**src/panel_defs.svh**
```systemverilog
`ifndef PANEL_DEFS_SVH
`define PANEL_DEFS_SVH

// Register byte offsets on the APB window.
`define OFS_SYS_LINKS 8'h00
`define OFS_LAMP_LATCH 8'h04
`define OFS_OP_RESET 8'h08
`define OFS_CONTACT_MODE 8'h0C
`define OFS_CONTACT_DELAY 8'h10
`define OFS_KEY_MODE 8'h14
`define OFS_KEY_LOCK 8'h18
`define OFS_KEY_PULSE 8'h1C
`define OFS_KEY_STATE 8'h20
`define OFS_CTRL_IN 8'h24
`define OFS_STATUS 8'h28

// Field positions.
`define BIT_SELF_RESET 0
`define BIT_RST_LAMPS 0
`define BIT_RST_CONTACTS 1
`define BIT_RST_KEYS 2

// Reset values.
`define RST_SYS_LINKS 1'b0
`define RST_WORD 32'h0000_0000
`define RST_DELAY 16'h0000

// Timing: clock period, tick period, self-reset hold, flash half period.
`define CORE_CLK_PERIOD_NS 4
`define TICK_PERIOD_NS 1000000
`define SELF_RESET_MS 3000
`define FLASH_HALF_MS 250

`endif

```
**src/panel_pkg.sv**
```systemverilog
package panel_pkg;

  // Alarm lamp sequencing.
  typedef enum logic [1:0] {
    ALARM_OFF = 2'b00,
    ALARM_FLASH = 2'b01,
    ALARM_STEADY = 2'b10
  } alarm_state_type;

  // Output contact conditioner behaviour, two bits per contact.
  typedef enum logic [1:0] {
    CONTACT_FOLLOW = 2'b00,
    CONTACT_LATCH = 2'b01,
    CONTACT_PICKUP = 2'b10,
    CONTACT_DROPOFF = 2'b11
  } contact_mode_type;

  // Protection-side signals taken from the internal signal bus.
  typedef struct packed {
    logic trip_issue;
    logic any_phase_dead;
    logic any_prot_pickup;
    logic new_alarm;
    logic alarm_accept;
    logic alarm_clear_all;
    logic out_of_service;
    logic self_test_fault;
  } prot_in_type;

endpackage
```
**src/front_panel_indication_keys.sv**
```systemverilog
`timescale 1ns/10ps
`include "panel_defs.svh"

module front_panel_indication_keys
  import panel_pkg::*;
#(
  parameter int NUM_LAMP = 8,
  parameter int LAMP_FITTED = 8,
  parameter int NUM_TRI = 8,
  parameter int TRI_FITTED = 8,
  parameter int NUM_CONTACT = 8,
  parameter int NUM_KEY = 10,
  parameter int TICK_CYCLES =
    `TICK_PERIOD_NS / `CORE_CLK_PERIOD_NS,
  parameter int SELF_RESET_TICKS = `SELF_RESET_MS,
  parameter int FLASH_TICKS = `FLASH_HALF_MS
) (
  // Clock and reset.
  input wire logic core_clk,
  input wire logic rst_n,
  // APB slave.
  input wire logic psel,
  input wire logic penable,
  input wire logic pwrite,
  input wire logic [7:0] paddr,
  input wire logic [31:0] pwdata,
  output logic [31:0] prdata,
  output logic pready,
  output logic pslverr,
  // Protection signals, operator inputs and synchronous clear.
  input wire prot_in_type prot_in,
  input wire logic clear_key,
  input wire logic reset_input,
  input wire logic sync_clear,
  // Lamp and contact drives from the internal signal bus, and key presses.
  input wire logic [NUM_LAMP-1:0] lamp_drive,
  input wire logic [NUM_TRI-1:0] tri_red_drive,
  input wire logic [NUM_TRI-1:0] tri_green_drive,
  input wire logic [NUM_CONTACT-1:0] contact_drive,
  input wire logic [NUM_KEY-1:0] key_pressed,
  // Fixed lamps and watchdog.
  output logic trip_lamp,
  output logic alarm_lamp,
  output logic oos_lamp,
  output logic healthy_lamp,
  output logic watchdog_ok,
  // Programmable lamps, contacts, keys and control inputs.
  output logic [NUM_LAMP-1:0] lamp_red,
  output logic [NUM_TRI-1:0] tri_red,
  output logic [NUM_TRI-1:0] tri_green,
  output logic [NUM_CONTACT-1:0] contact_out,
  output logic [NUM_KEY-1:0] key_state_vector,
  output logic [31:0] control_inputs
);

  localparam int TW = $clog2(TICK_CYCLES + 1);
  localparam logic [TW-1:0] TICK_LAST = TW'(TICK_CYCLES - 1);
  localparam logic [15:0] SR_LAST = 16'(SELF_RESET_TICKS);
  localparam logic [15:0] FLASH_LAST = 16'(FLASH_TICKS - 1);
  localparam logic [NUM_LAMP-1:0] LAMP_MASK =
    NUM_LAMP'((64'h1 << LAMP_FITTED) - 64'h1);
  localparam logic [NUM_TRI-1:0] TRI_MASK =
    NUM_TRI'((64'h1 << TRI_FITTED) - 64'h1);

  // --------------------------------------------------------------
  // State
  // --------------------------------------------------------------
  typedef struct packed {
    logic [TW-1:0] pre;
    logic tick;
    logic pready;
    logic pslverr;
    logic [31:0] prdata;
    logic self_en;
    logic [31:0] lamp_latch_cfg;
    logic [2*NUM_CONTACT-1:0] contact_mode;
    logic [15:0] contact_delay;
    logic [NUM_KEY-1:0] key_mode;
    logic [NUM_KEY-1:0] key_lock;
    logic [15:0] key_pulse;
    logic [31:0] ctrl_in;
    logic trip_lamp;
    logic dead_seen;
    logic sr_block;
    logic [15:0] sr_cnt;
    alarm_state_type alarm_st;
    logic [15:0] flash_cnt;
    logic flash_ph;
    logic alarm_lamp;
    logic oos_lamp;
    logic healthy;
    logic [NUM_LAMP-1:0] lamp_lat;
    logic [NUM_LAMP-1:0] lamp_out;
    logic [NUM_TRI-1:0] red_lat;
    logic [NUM_TRI-1:0] grn_lat;
    logic [NUM_TRI-1:0] red_out;
    logic [NUM_TRI-1:0] grn_out;
    logic [NUM_CONTACT-1:0] con_out;
    logic [NUM_CONTACT-1:0][15:0] con_cnt;
    logic [NUM_KEY-1:0] key_prev;
    logic [NUM_KEY-1:0] key_out;
    logic [NUM_KEY-1:0][15:0] key_cnt;
  } state_type;

  state_type s_r;
  state_type s_nxt;

  logic wr_en;
  logic setup;
  logic rst_lamps;
  logic rst_cons;
  logic rst_keys;
  logic trip_clear;
  logic [NUM_LAMP-1:0] lamp_eff;
  logic [NUM_TRI-1:0] red_eff;
  logic [NUM_TRI-1:0] grn_eff;
  logic [NUM_KEY-1:0] press;
  contact_mode_type cmode;

  // --------------------------------------------------------------
  // Next-state logic
  // --------------------------------------------------------------
  // One process computes the whole next state; the register below
  // holds it, so every output is a flip-flop.
  always_comb begin
    s_nxt = s_r;
    cmode = CONTACT_FOLLOW;
    // Timer tick divider; all slow timers advance on this pulse.
    s_nxt.tick = (s_r.pre == TICK_LAST);
    s_nxt.pre = s_nxt.tick ? '0 : TW'(s_r.pre + 1'b1);
    // APB: the read word is prepared in setup and shown with pready
    // in the single access cycle, so the slave has no wait states.
    setup = psel & ~penable;
    wr_en = psel & penable & pwrite & s_r.pready;
    s_nxt.pready = setup;
    s_nxt.pslverr = 1'b0;
    s_nxt.prdata = 32'h0000_0000;
    if (setup) begin
      case (paddr)
        `OFS_SYS_LINKS: s_nxt.prdata = {31'h0, s_r.self_en};
        `OFS_LAMP_LATCH: s_nxt.prdata = s_r.lamp_latch_cfg;
        `OFS_OP_RESET: s_nxt.prdata = 32'h0000_0000;
        `OFS_CONTACT_MODE: s_nxt.prdata = 32'(s_r.contact_mode);
        `OFS_CONTACT_DELAY: s_nxt.prdata = {16'h0, s_r.contact_delay};
        `OFS_KEY_MODE: s_nxt.prdata = 32'(s_r.key_mode);
        `OFS_KEY_LOCK: s_nxt.prdata = 32'(s_r.key_lock);
        `OFS_KEY_PULSE: s_nxt.prdata = {16'h0, s_r.key_pulse};
        `OFS_KEY_STATE: s_nxt.prdata = 32'(s_r.key_out);
        `OFS_CTRL_IN: s_nxt.prdata = s_r.ctrl_in;
        `OFS_STATUS: s_nxt.prdata = {25'h0, s_r.healthy, s_r.oos_lamp,
          s_r.alarm_lamp, s_r.alarm_st, s_r.sr_block, s_r.trip_lamp};
        default: s_nxt.pslverr = 1'b1;
      endcase
    end
    // Configuration writes; unmapped writes change nothing.
    rst_lamps = sync_clear;
    rst_cons = sync_clear;
    rst_keys = 1'b0;
    if (wr_en) begin
      case (paddr)
        `OFS_SYS_LINKS: s_nxt.self_en = pwdata[`BIT_SELF_RESET];
        `OFS_LAMP_LATCH: s_nxt.lamp_latch_cfg = pwdata;
        `OFS_OP_RESET: begin
          rst_lamps = rst_lamps | pwdata[`BIT_RST_LAMPS];
          rst_cons = rst_cons | pwdata[`BIT_RST_CONTACTS];
          rst_keys = pwdata[`BIT_RST_KEYS];
        end
        `OFS_CONTACT_MODE: s_nxt.contact_mode = pwdata[2*NUM_CONTACT-1:0];
        `OFS_CONTACT_DELAY: s_nxt.contact_delay = pwdata[15:0];
        `OFS_KEY_MODE: s_nxt.key_mode = pwdata[NUM_KEY-1:0];
        `OFS_KEY_LOCK: s_nxt.key_lock = pwdata[NUM_KEY-1:0];
        `OFS_KEY_PULSE: s_nxt.key_pulse = pwdata[15:0];
        `OFS_CTRL_IN: s_nxt.ctrl_in = pwdata;
        default: s_nxt.ctrl_in = s_r.ctrl_in;
      endcase
    end
    // Trip lamp self-reset: remember the pole opened, then count the
    // closed time; a pickup while closed blocks until the next open.
    trip_clear = clear_key | reset_input | sync_clear;
    if (!s_r.trip_lamp || prot_in.any_phase_dead) begin
      s_nxt.sr_cnt = 16'h0000;
      s_nxt.sr_block = 1'b0;
      s_nxt.dead_seen = s_r.trip_lamp & prot_in.any_phase_dead;
    end else begin
      if (prot_in.any_prot_pickup) begin
        s_nxt.sr_block = 1'b1;
      end
      if (s_r.tick && s_r.sr_cnt != SR_LAST) begin
        s_nxt.sr_cnt = s_r.sr_cnt + 16'h0001;
      end
    end
    if (s_r.self_en && s_r.dead_seen && !s_r.sr_block &&
        !prot_in.any_prot_pickup && s_r.sr_cnt == SR_LAST) begin
      trip_clear = 1'b1;
    end
    if (sync_clear) begin
      s_nxt.sr_cnt = 16'h0000;
      s_nxt.dead_seen = 1'b0;
    end
    // A trip in the clearing cycle keeps the lamp lit.
    if (prot_in.trip_issue) begin
      s_nxt.trip_lamp = 1'b1;
    end else if (trip_clear) begin
      s_nxt.trip_lamp = 1'b0;
    end
    // Alarm lamp: a new alarm beats an accept or clear in the same
    // cycle so it is never silently lost.
    case (s_r.alarm_st)
      ALARM_OFF: begin
        if (prot_in.new_alarm) begin
          s_nxt.alarm_st = ALARM_FLASH;
        end
      end
      ALARM_FLASH: begin
        if (prot_in.new_alarm) begin
          s_nxt.alarm_st = ALARM_FLASH;
        end else if (prot_in.alarm_clear_all) begin
          s_nxt.alarm_st = ALARM_OFF;
        end else if (prot_in.alarm_accept) begin
          s_nxt.alarm_st = ALARM_STEADY;
        end
      end
      ALARM_STEADY: begin
        if (prot_in.new_alarm) begin
          s_nxt.alarm_st = ALARM_FLASH;
        end else if (prot_in.alarm_clear_all) begin
          s_nxt.alarm_st = ALARM_OFF;
        end
      end
      default: s_nxt.alarm_st = ALARM_OFF;
    endcase
    if (s_r.tick) begin
      if (s_r.flash_cnt >= FLASH_LAST) begin
        s_nxt.flash_cnt = 16'h0000;
        s_nxt.flash_ph = ~s_r.flash_ph;
      end else begin
        s_nxt.flash_cnt = s_r.flash_cnt + 16'h0001;
      end
    end
    s_nxt.alarm_lamp = (s_r.alarm_st == ALARM_STEADY) |
      ((s_r.alarm_st == ALARM_FLASH) & s_r.flash_ph);
    // Out-of-service and healthy lamps; watchdog shares the flop.
    s_nxt.oos_lamp = prot_in.out_of_service;
    s_nxt.healthy = ~prot_in.self_test_fault;
    // Programmable lamps; unfitted positions are masked off at entry.
    lamp_eff = lamp_drive & LAMP_MASK;
    red_eff = tri_red_drive & TRI_MASK;
    grn_eff = tri_green_drive & TRI_MASK;
    // Set wins over the operator reset in the same cycle.
    s_nxt.lamp_lat = (rst_lamps ? '0 : s_r.lamp_lat) | lamp_eff;
    s_nxt.red_lat = (rst_lamps ? '0 : s_r.red_lat) | red_eff;
    s_nxt.grn_lat = (rst_lamps ? '0 : s_r.grn_lat) | grn_eff;
    for (int i = 0; i < NUM_LAMP; i++) begin
      s_nxt.lamp_out[i] = s_r.lamp_latch_cfg[i] ?
        s_r.lamp_lat[i] : lamp_eff[i];
    end
    for (int i = 0; i < NUM_TRI; i++) begin
      s_nxt.red_out[i] = s_r.lamp_latch_cfg[16+i] ?
        s_r.red_lat[i] : red_eff[i];
      s_nxt.grn_out[i] = s_r.lamp_latch_cfg[16+i] ?
        s_r.grn_lat[i] : grn_eff[i];
    end
    // Output contact conditioners with one shared delay setting.
    for (int i = 0; i < NUM_CONTACT; i++) begin
      cmode = contact_mode_type'(s_r.contact_mode[2*i +: 2]);
      case (cmode)
        CONTACT_FOLLOW: begin
          s_nxt.con_out[i] = contact_drive[i];
          s_nxt.con_cnt[i] = 16'h0000;
        end
        CONTACT_LATCH: begin
          s_nxt.con_out[i] = (s_r.con_out[i] & ~rst_cons) |
            contact_drive[i];
        end
        CONTACT_PICKUP: begin
          if (!contact_drive[i]) begin
            s_nxt.con_cnt[i] = 16'h0000;
            s_nxt.con_out[i] = 1'b0;
          end else if (s_r.con_cnt[i] >= s_r.contact_delay) begin
            s_nxt.con_out[i] = 1'b1;
          end else if (s_r.tick) begin
            s_nxt.con_cnt[i] = s_r.con_cnt[i] + 16'h0001;
          end
        end
        CONTACT_DROPOFF: begin
          if (contact_drive[i]) begin
            s_nxt.con_cnt[i] = 16'h0000;
            s_nxt.con_out[i] = 1'b1;
          end else if (s_r.con_cnt[i] >= s_r.contact_delay) begin
            s_nxt.con_out[i] = 1'b0;
          end else if (s_r.tick) begin
            s_nxt.con_cnt[i] = s_r.con_cnt[i] + 16'h0001;
          end
        end
        default: s_nxt.con_out[i] = contact_drive[i];
      endcase
      if (sync_clear) begin
        s_nxt.con_cnt[i] = 16'h0000;
      end
    end
    // Function keys. A locked toggle key ignores presses and resets,
    // so an active function cannot be knocked off by accident.
    press = key_pressed & ~s_r.key_prev;
    s_nxt.key_prev = key_pressed;
    for (int i = 0; i < NUM_KEY; i++) begin
      if (s_r.key_mode[i]) begin
        s_nxt.key_cnt[i] = 16'h0000;
        if (s_r.key_lock[i]) begin
          s_nxt.key_out[i] = s_r.key_out[i];
        end else if (press[i]) begin
          s_nxt.key_out[i] = 1'b1;
        end else if (rst_keys) begin
          s_nxt.key_out[i] = 1'b0;
        end
      end else if (s_r.key_lock[i] || sync_clear) begin
        s_nxt.key_out[i] = 1'b0;
        s_nxt.key_cnt[i] = 16'h0000;
      end else begin
        if (press[i]) begin
          s_nxt.key_cnt[i] = s_r.key_pulse;
        end else if (s_r.tick && s_r.key_cnt[i] != 16'h0000) begin
          s_nxt.key_cnt[i] = s_r.key_cnt[i] - 16'h0001;
        end
        s_nxt.key_out[i] = key_pressed[i] |
          (s_r.key_cnt[i] != 16'h0000);
      end
    end
    // Restore of the saved vector after a supply interruption; normal
    // keys fall back to their live state on the next cycle.
    if (wr_en && paddr == `OFS_KEY_STATE) begin
      s_nxt.key_out = pwdata[NUM_KEY-1:0];
    end
  end

  // --------------------------------------------------------------
  // State register
  // --------------------------------------------------------------
  // Every field takes a constant under the asynchronous reset.
  always_ff @(posedge core_clk or negedge rst_n) begin
    if (!rst_n) begin
      s_r <= '0;
      s_r.self_en <= `RST_SYS_LINKS;
      s_r.lamp_latch_cfg <= `RST_WORD;
      s_r.ctrl_in <= `RST_WORD;
      s_r.contact_delay <= `RST_DELAY;
      s_r.key_pulse <= `RST_DELAY;
      s_r.alarm_st <= ALARM_OFF;
    end else begin
      s_r <= s_nxt;
    end
  end

  // --------------------------------------------------------------
  // Outputs
  // --------------------------------------------------------------
  // All outputs are fields of the state register.
  assign prdata = s_r.prdata;
  assign pready = s_r.pready;
  assign pslverr = s_r.pslverr;
  assign trip_lamp = s_r.trip_lamp;
  assign alarm_lamp = s_r.alarm_lamp;
  assign oos_lamp = s_r.oos_lamp;
  assign healthy_lamp = s_r.healthy;
  assign watchdog_ok = s_r.healthy;
  assign lamp_red = s_r.lamp_out;
  assign tri_red = s_r.red_out;
  assign tri_green = s_r.grn_out;
  assign contact_out = s_r.con_out;
  assign key_state_vector = s_r.key_out;
  assign control_inputs = s_r.ctrl_in;

endmodule

```
**config.mk**
```make
export PLATFORM = sky130hd
export DESIGN_NAME = front_panel_indication_keys
export DESIGN_NICKNAME = d
export VERILOG_FILES = /design/src/panel_pkg.sv /design/src/front_panel_indication_keys.sv
export VERILOG_INCLUDE_DIRS = /design/src /design/src/src
export SDC_FILE = /design/constraint.sdc
export NUM_CORES = 1
export LEC_CHECK = 0
export BUFFER_PORTS_ARGS = -buffer_cell sky130_fd_sc_hd__buf_2
export CAP_MARGIN = 10
export CORE_MARGIN = 2
export CORE_UTILIZATION = 55
export DETAILED_ROUTE_END_ITERATION = 10
export MAX_ROUTING_LAYER = met4
export PLACE_DENSITY = 0.81
export SETUP_SLACK_MARGIN = 0.05
export SYNTH_ARGS = -nofsm -noshare
export SYNTH_HDL_FRONTEND = slang
export SYNTH_SLANG_ARGS = --single-unit
```
**constraint.sdc**
```tcl
create_clock -name core_clk -period 4.8 [get_ports core_clk]
set_input_delay 0.96 -clock core_clk [delete_from_list [all_inputs] [get_ports core_clk]]
set_output_delay 0.96 -clock core_clk [all_outputs]
set_load 0.05 [all_outputs]
```
==> flow_metrics.env <==
export IMPL_synth_area_per_cell_um2=9.68
export IMPL_clock_latency_ns=0.64
export IMPL_io_pins=211
export IMPL_fin_skew_ns=0.0195
export IMPL_port_buffers=210
export IMPL_gp_congestion=0.958
export IMPL_min_period_ns=3.49
export IMPL_synthArstFlopShare_pct=100
export IMPL_overflow=0
export IMPL_core_area_um2=59000
export IMPL_p_int_mw=8.25
export IMPL_clk_path_buf_depth=3
export IMPL_htreeDepth=2
export IMPL_synth_ff_type="dfrtp_1"
export IMPL_wire_per_inst_um=22.1
export IMPL_cts_resized_gates=0
export IMPL_ir_drop_mv=0.373
export IMPL_chipHeight_um=248
export IMPL_slew_viol_final=0
export IMPL_cp_start_kind="register"
export IMPL_track_usage_pct=31.1
export IMPL_yosysWarnings=0
export IMPL_placedCellCount=4155
export IMPL_cp_end_kind="register"
export IMPL_grt_first_pass_wirelength_um=145000
export IMPL_power_density_nw_per_um2=303
export IMPL_synth_distinct_cells=90
export IMPL_max_freq_mhz=287
export IMPL_cts_hold_fix_buffers=0
export IMPL_worst_setup_path_type="register to register"
export IMPL_num_rows=89
export IMPL_fin_nets=3694
export IMPL_netlist_area_um2=32800
export IMPL_power_frac_clock_pct=46.1
export IMPL_fp_dieW_um=248
export IMPL_crit_required_ns=5.38
export IMPL_dp_hpwl_um=63000
export IMPL_ant_nets=0
export IMPL_postSynthCellCount=3388
export IMPL_drc=0
export IMPL_finalHoldViolations=0
export IMPL_drtIter0Drc=2713
export IMPL_maxCapViolCount=0
export IMPL_multi_input_area_um2=16400
export IMPL_antenna_found_initial=16
export IMPL_switching_share_pct=24.2
export IMPL_fin_crit_sh_pct=72.6
export IMPL_clock_sinks=591
export IMPL_p_leak_nw=16.3
export IMPL_setup_tns_final_ns=0
export IMPL_synth_net_count=3638
export IMPL_rsz0062_at_grt="false"
export IMPL_hold_class="input port to async pin"
export IMPL_max_slew_margin_pct=26.0
export IMPL_crit_fanout=10
export IMPL_dieArea_um2=61600
export IMPL_final_cell_area_um2=36000
export IMPL_ys_ff_latch=591
export IMPL_outcome="completed"
export IMPL_cts_buffers=59
export IMPL_syn2layout_area_growth_pct=9.72
export IMPL_cts_root_buf="clkbuf_16"
export IMPL_fin_util_pct=61.0
export IMPL_cts_tree="yes"
export IMPL_vias=27200
export IMPL_critPathArrivalTime_ns=4.06
export IMPL_setup_viol=0
export IMPL_p_switching_mw=2.64
export IMPL_regArea_um2=14800
export IMPL_grt_max_degree=122
export IMPL_drt_wl_total_um=94600
export IMPL_cts_setup_buffers=0
export IMPL_grt_pass1_vias=25800
export IMPL_ys_seq_area_share_pct=45.1
export IMPL_instances_no_fill=4281
export IMPL_combPwrFrac_pct=6.5
export IMPL_fillCellCount=4780
export IMPL_seqPwrFrac_pct=47.4
export IMPL_whs_ns=0.312
export IMPL_drt_first_pass_iters=6
export IMPL_drive_gt1_share_pct=15.1
export IMPL_initial_core_util_pct=55.6
export IMPL_path_clk_slew_ns=0.07
export IMPL_via_per_inst=6.35
export IMPL_place_area_um2=33800
export IMPL_tightest_slew_ns=1.11
export IMPL_r2r_cells=8
export IMPL_synth_enable_flop_cells=0
## worst paths after layout
path	slack, ns	from	end
min in group core_clk	0.43	prot_in[1]	oos_lamp
worst min-delay path	0.31	rst_n	s_r[44]
worst max-delay path	1.31	s_r[482]	s_r[257]
worst min register to register	0.47	s_r[360]	s_r[360]
max in group asynchronous	3.32	rst_n	s_r[76]
worst max register to register	1.31	s_r[482]	s_r[257]
## power by group through the flow
stage,Clock (mW),Combinational (mW),Sequential [mW]
finish,5.03,0.705,5.16
CTS,5.06,0.702,5.16
global route,5.26,0.772,5.17
global placement,0,0.683,5.24
floorplan,0,0.431,5.22
detailed placement,0,0.697,5.25
## cells in the mapped netlist, drive strengths merged (51+ instances only)
library cell	instances	share of area [%]
inv	80	0.92
mux2	143	4.9
nor2	316	3.6
o21ai	208	3.2
nand3	100	1.5
xnor2	127	3.4
a211oi	71	1.6
nand4	76	1.5
ha	152	5.8
nor4	51	1.0
clkbuf	122	1.4
nand2	250	2.9
xor2	96	2.6
buf	129	2.8
a21oi	206	3.1
dfrtp	591	45
nor3	107	1.6
## registers in the layout, indices dropped and copies added (netlist names), 2 cells and up
signal	cells
tri_green	8
control_inputs	32
lamp_red	8
prdata	32
cmode	2
tri_red	8
key_state_vector	10
s_r	477
contact_out	8
## routing by layer
| layer | share of wire [%] | track usage, % | vias to the layer above |
|---|---|---|---|
| met5 | 0 | - | - |
| met2 | 46 | 46.7 | 1268 |
| met1 | 40 | 40.3 | 13300 |
| met4 | 4.6 | 14.7 | 0 |
| li1 | - | - | 12300 |
| met3 | 9.9 | 6.74 | 262 |
## layout by cell type (no fill, tap or decap), drive strengths merged, types with 38 or more instances in the layout
cell and n:
dfrtp 591, nor2 316, nand2 250, buf 245
o21ai 208, a21oi 206, ha 152, mux2 143
xnor2 127, nor3 107, nand3 100, xor2 96
clkbuf 83, inv 81, nand4 76, a211oi 71
nor4 51, and3 47, a21o 42, a22oi 38
## cell type report
class	instances	area share, %
diodes	17	0.118
clock buffers	82	4.88
clock inverters	26	0.974
inverters	81	0.845
multi-input cells	2465	45.5
flip-flops and latches	591	41.1
well taps	773	2.69
repair buffers	246	3.91
## cells by family after synthesis
family,count (synthesis),share of synthesized area [%]
simple gates,1173,18.0
compound gates,756,14.5
flops,591,45.1
fa+ha+maj,152,5.80
mux,161,5.46
buf+inv,332,5.11
xor+xnor,223,5.96
## stage by stage
stage / worst slack, ns / power (mW)
after CTS: 1.39 / 10.9
after global routing: 1.06 / 11.2
final: 1.31 / 10.9
after floorplan: 2.08 / 5.65
after global placement: 1.35 / 5.93
after detailed placement: 1.26 / 5.95
## worst max-delay path: stages (launching register included)
cell       delay (ns)
dfrtp_1          0.38
inv_1            0.65
ha_1             0.39
and4_1           0.22
a21oi_1          0.14
a2bb2oi_1        0.57
nand4_1          0.42
or4b_1           0.58
nand2_1          0.08
No activity file was read; power rests on OpenSTA's default activity.
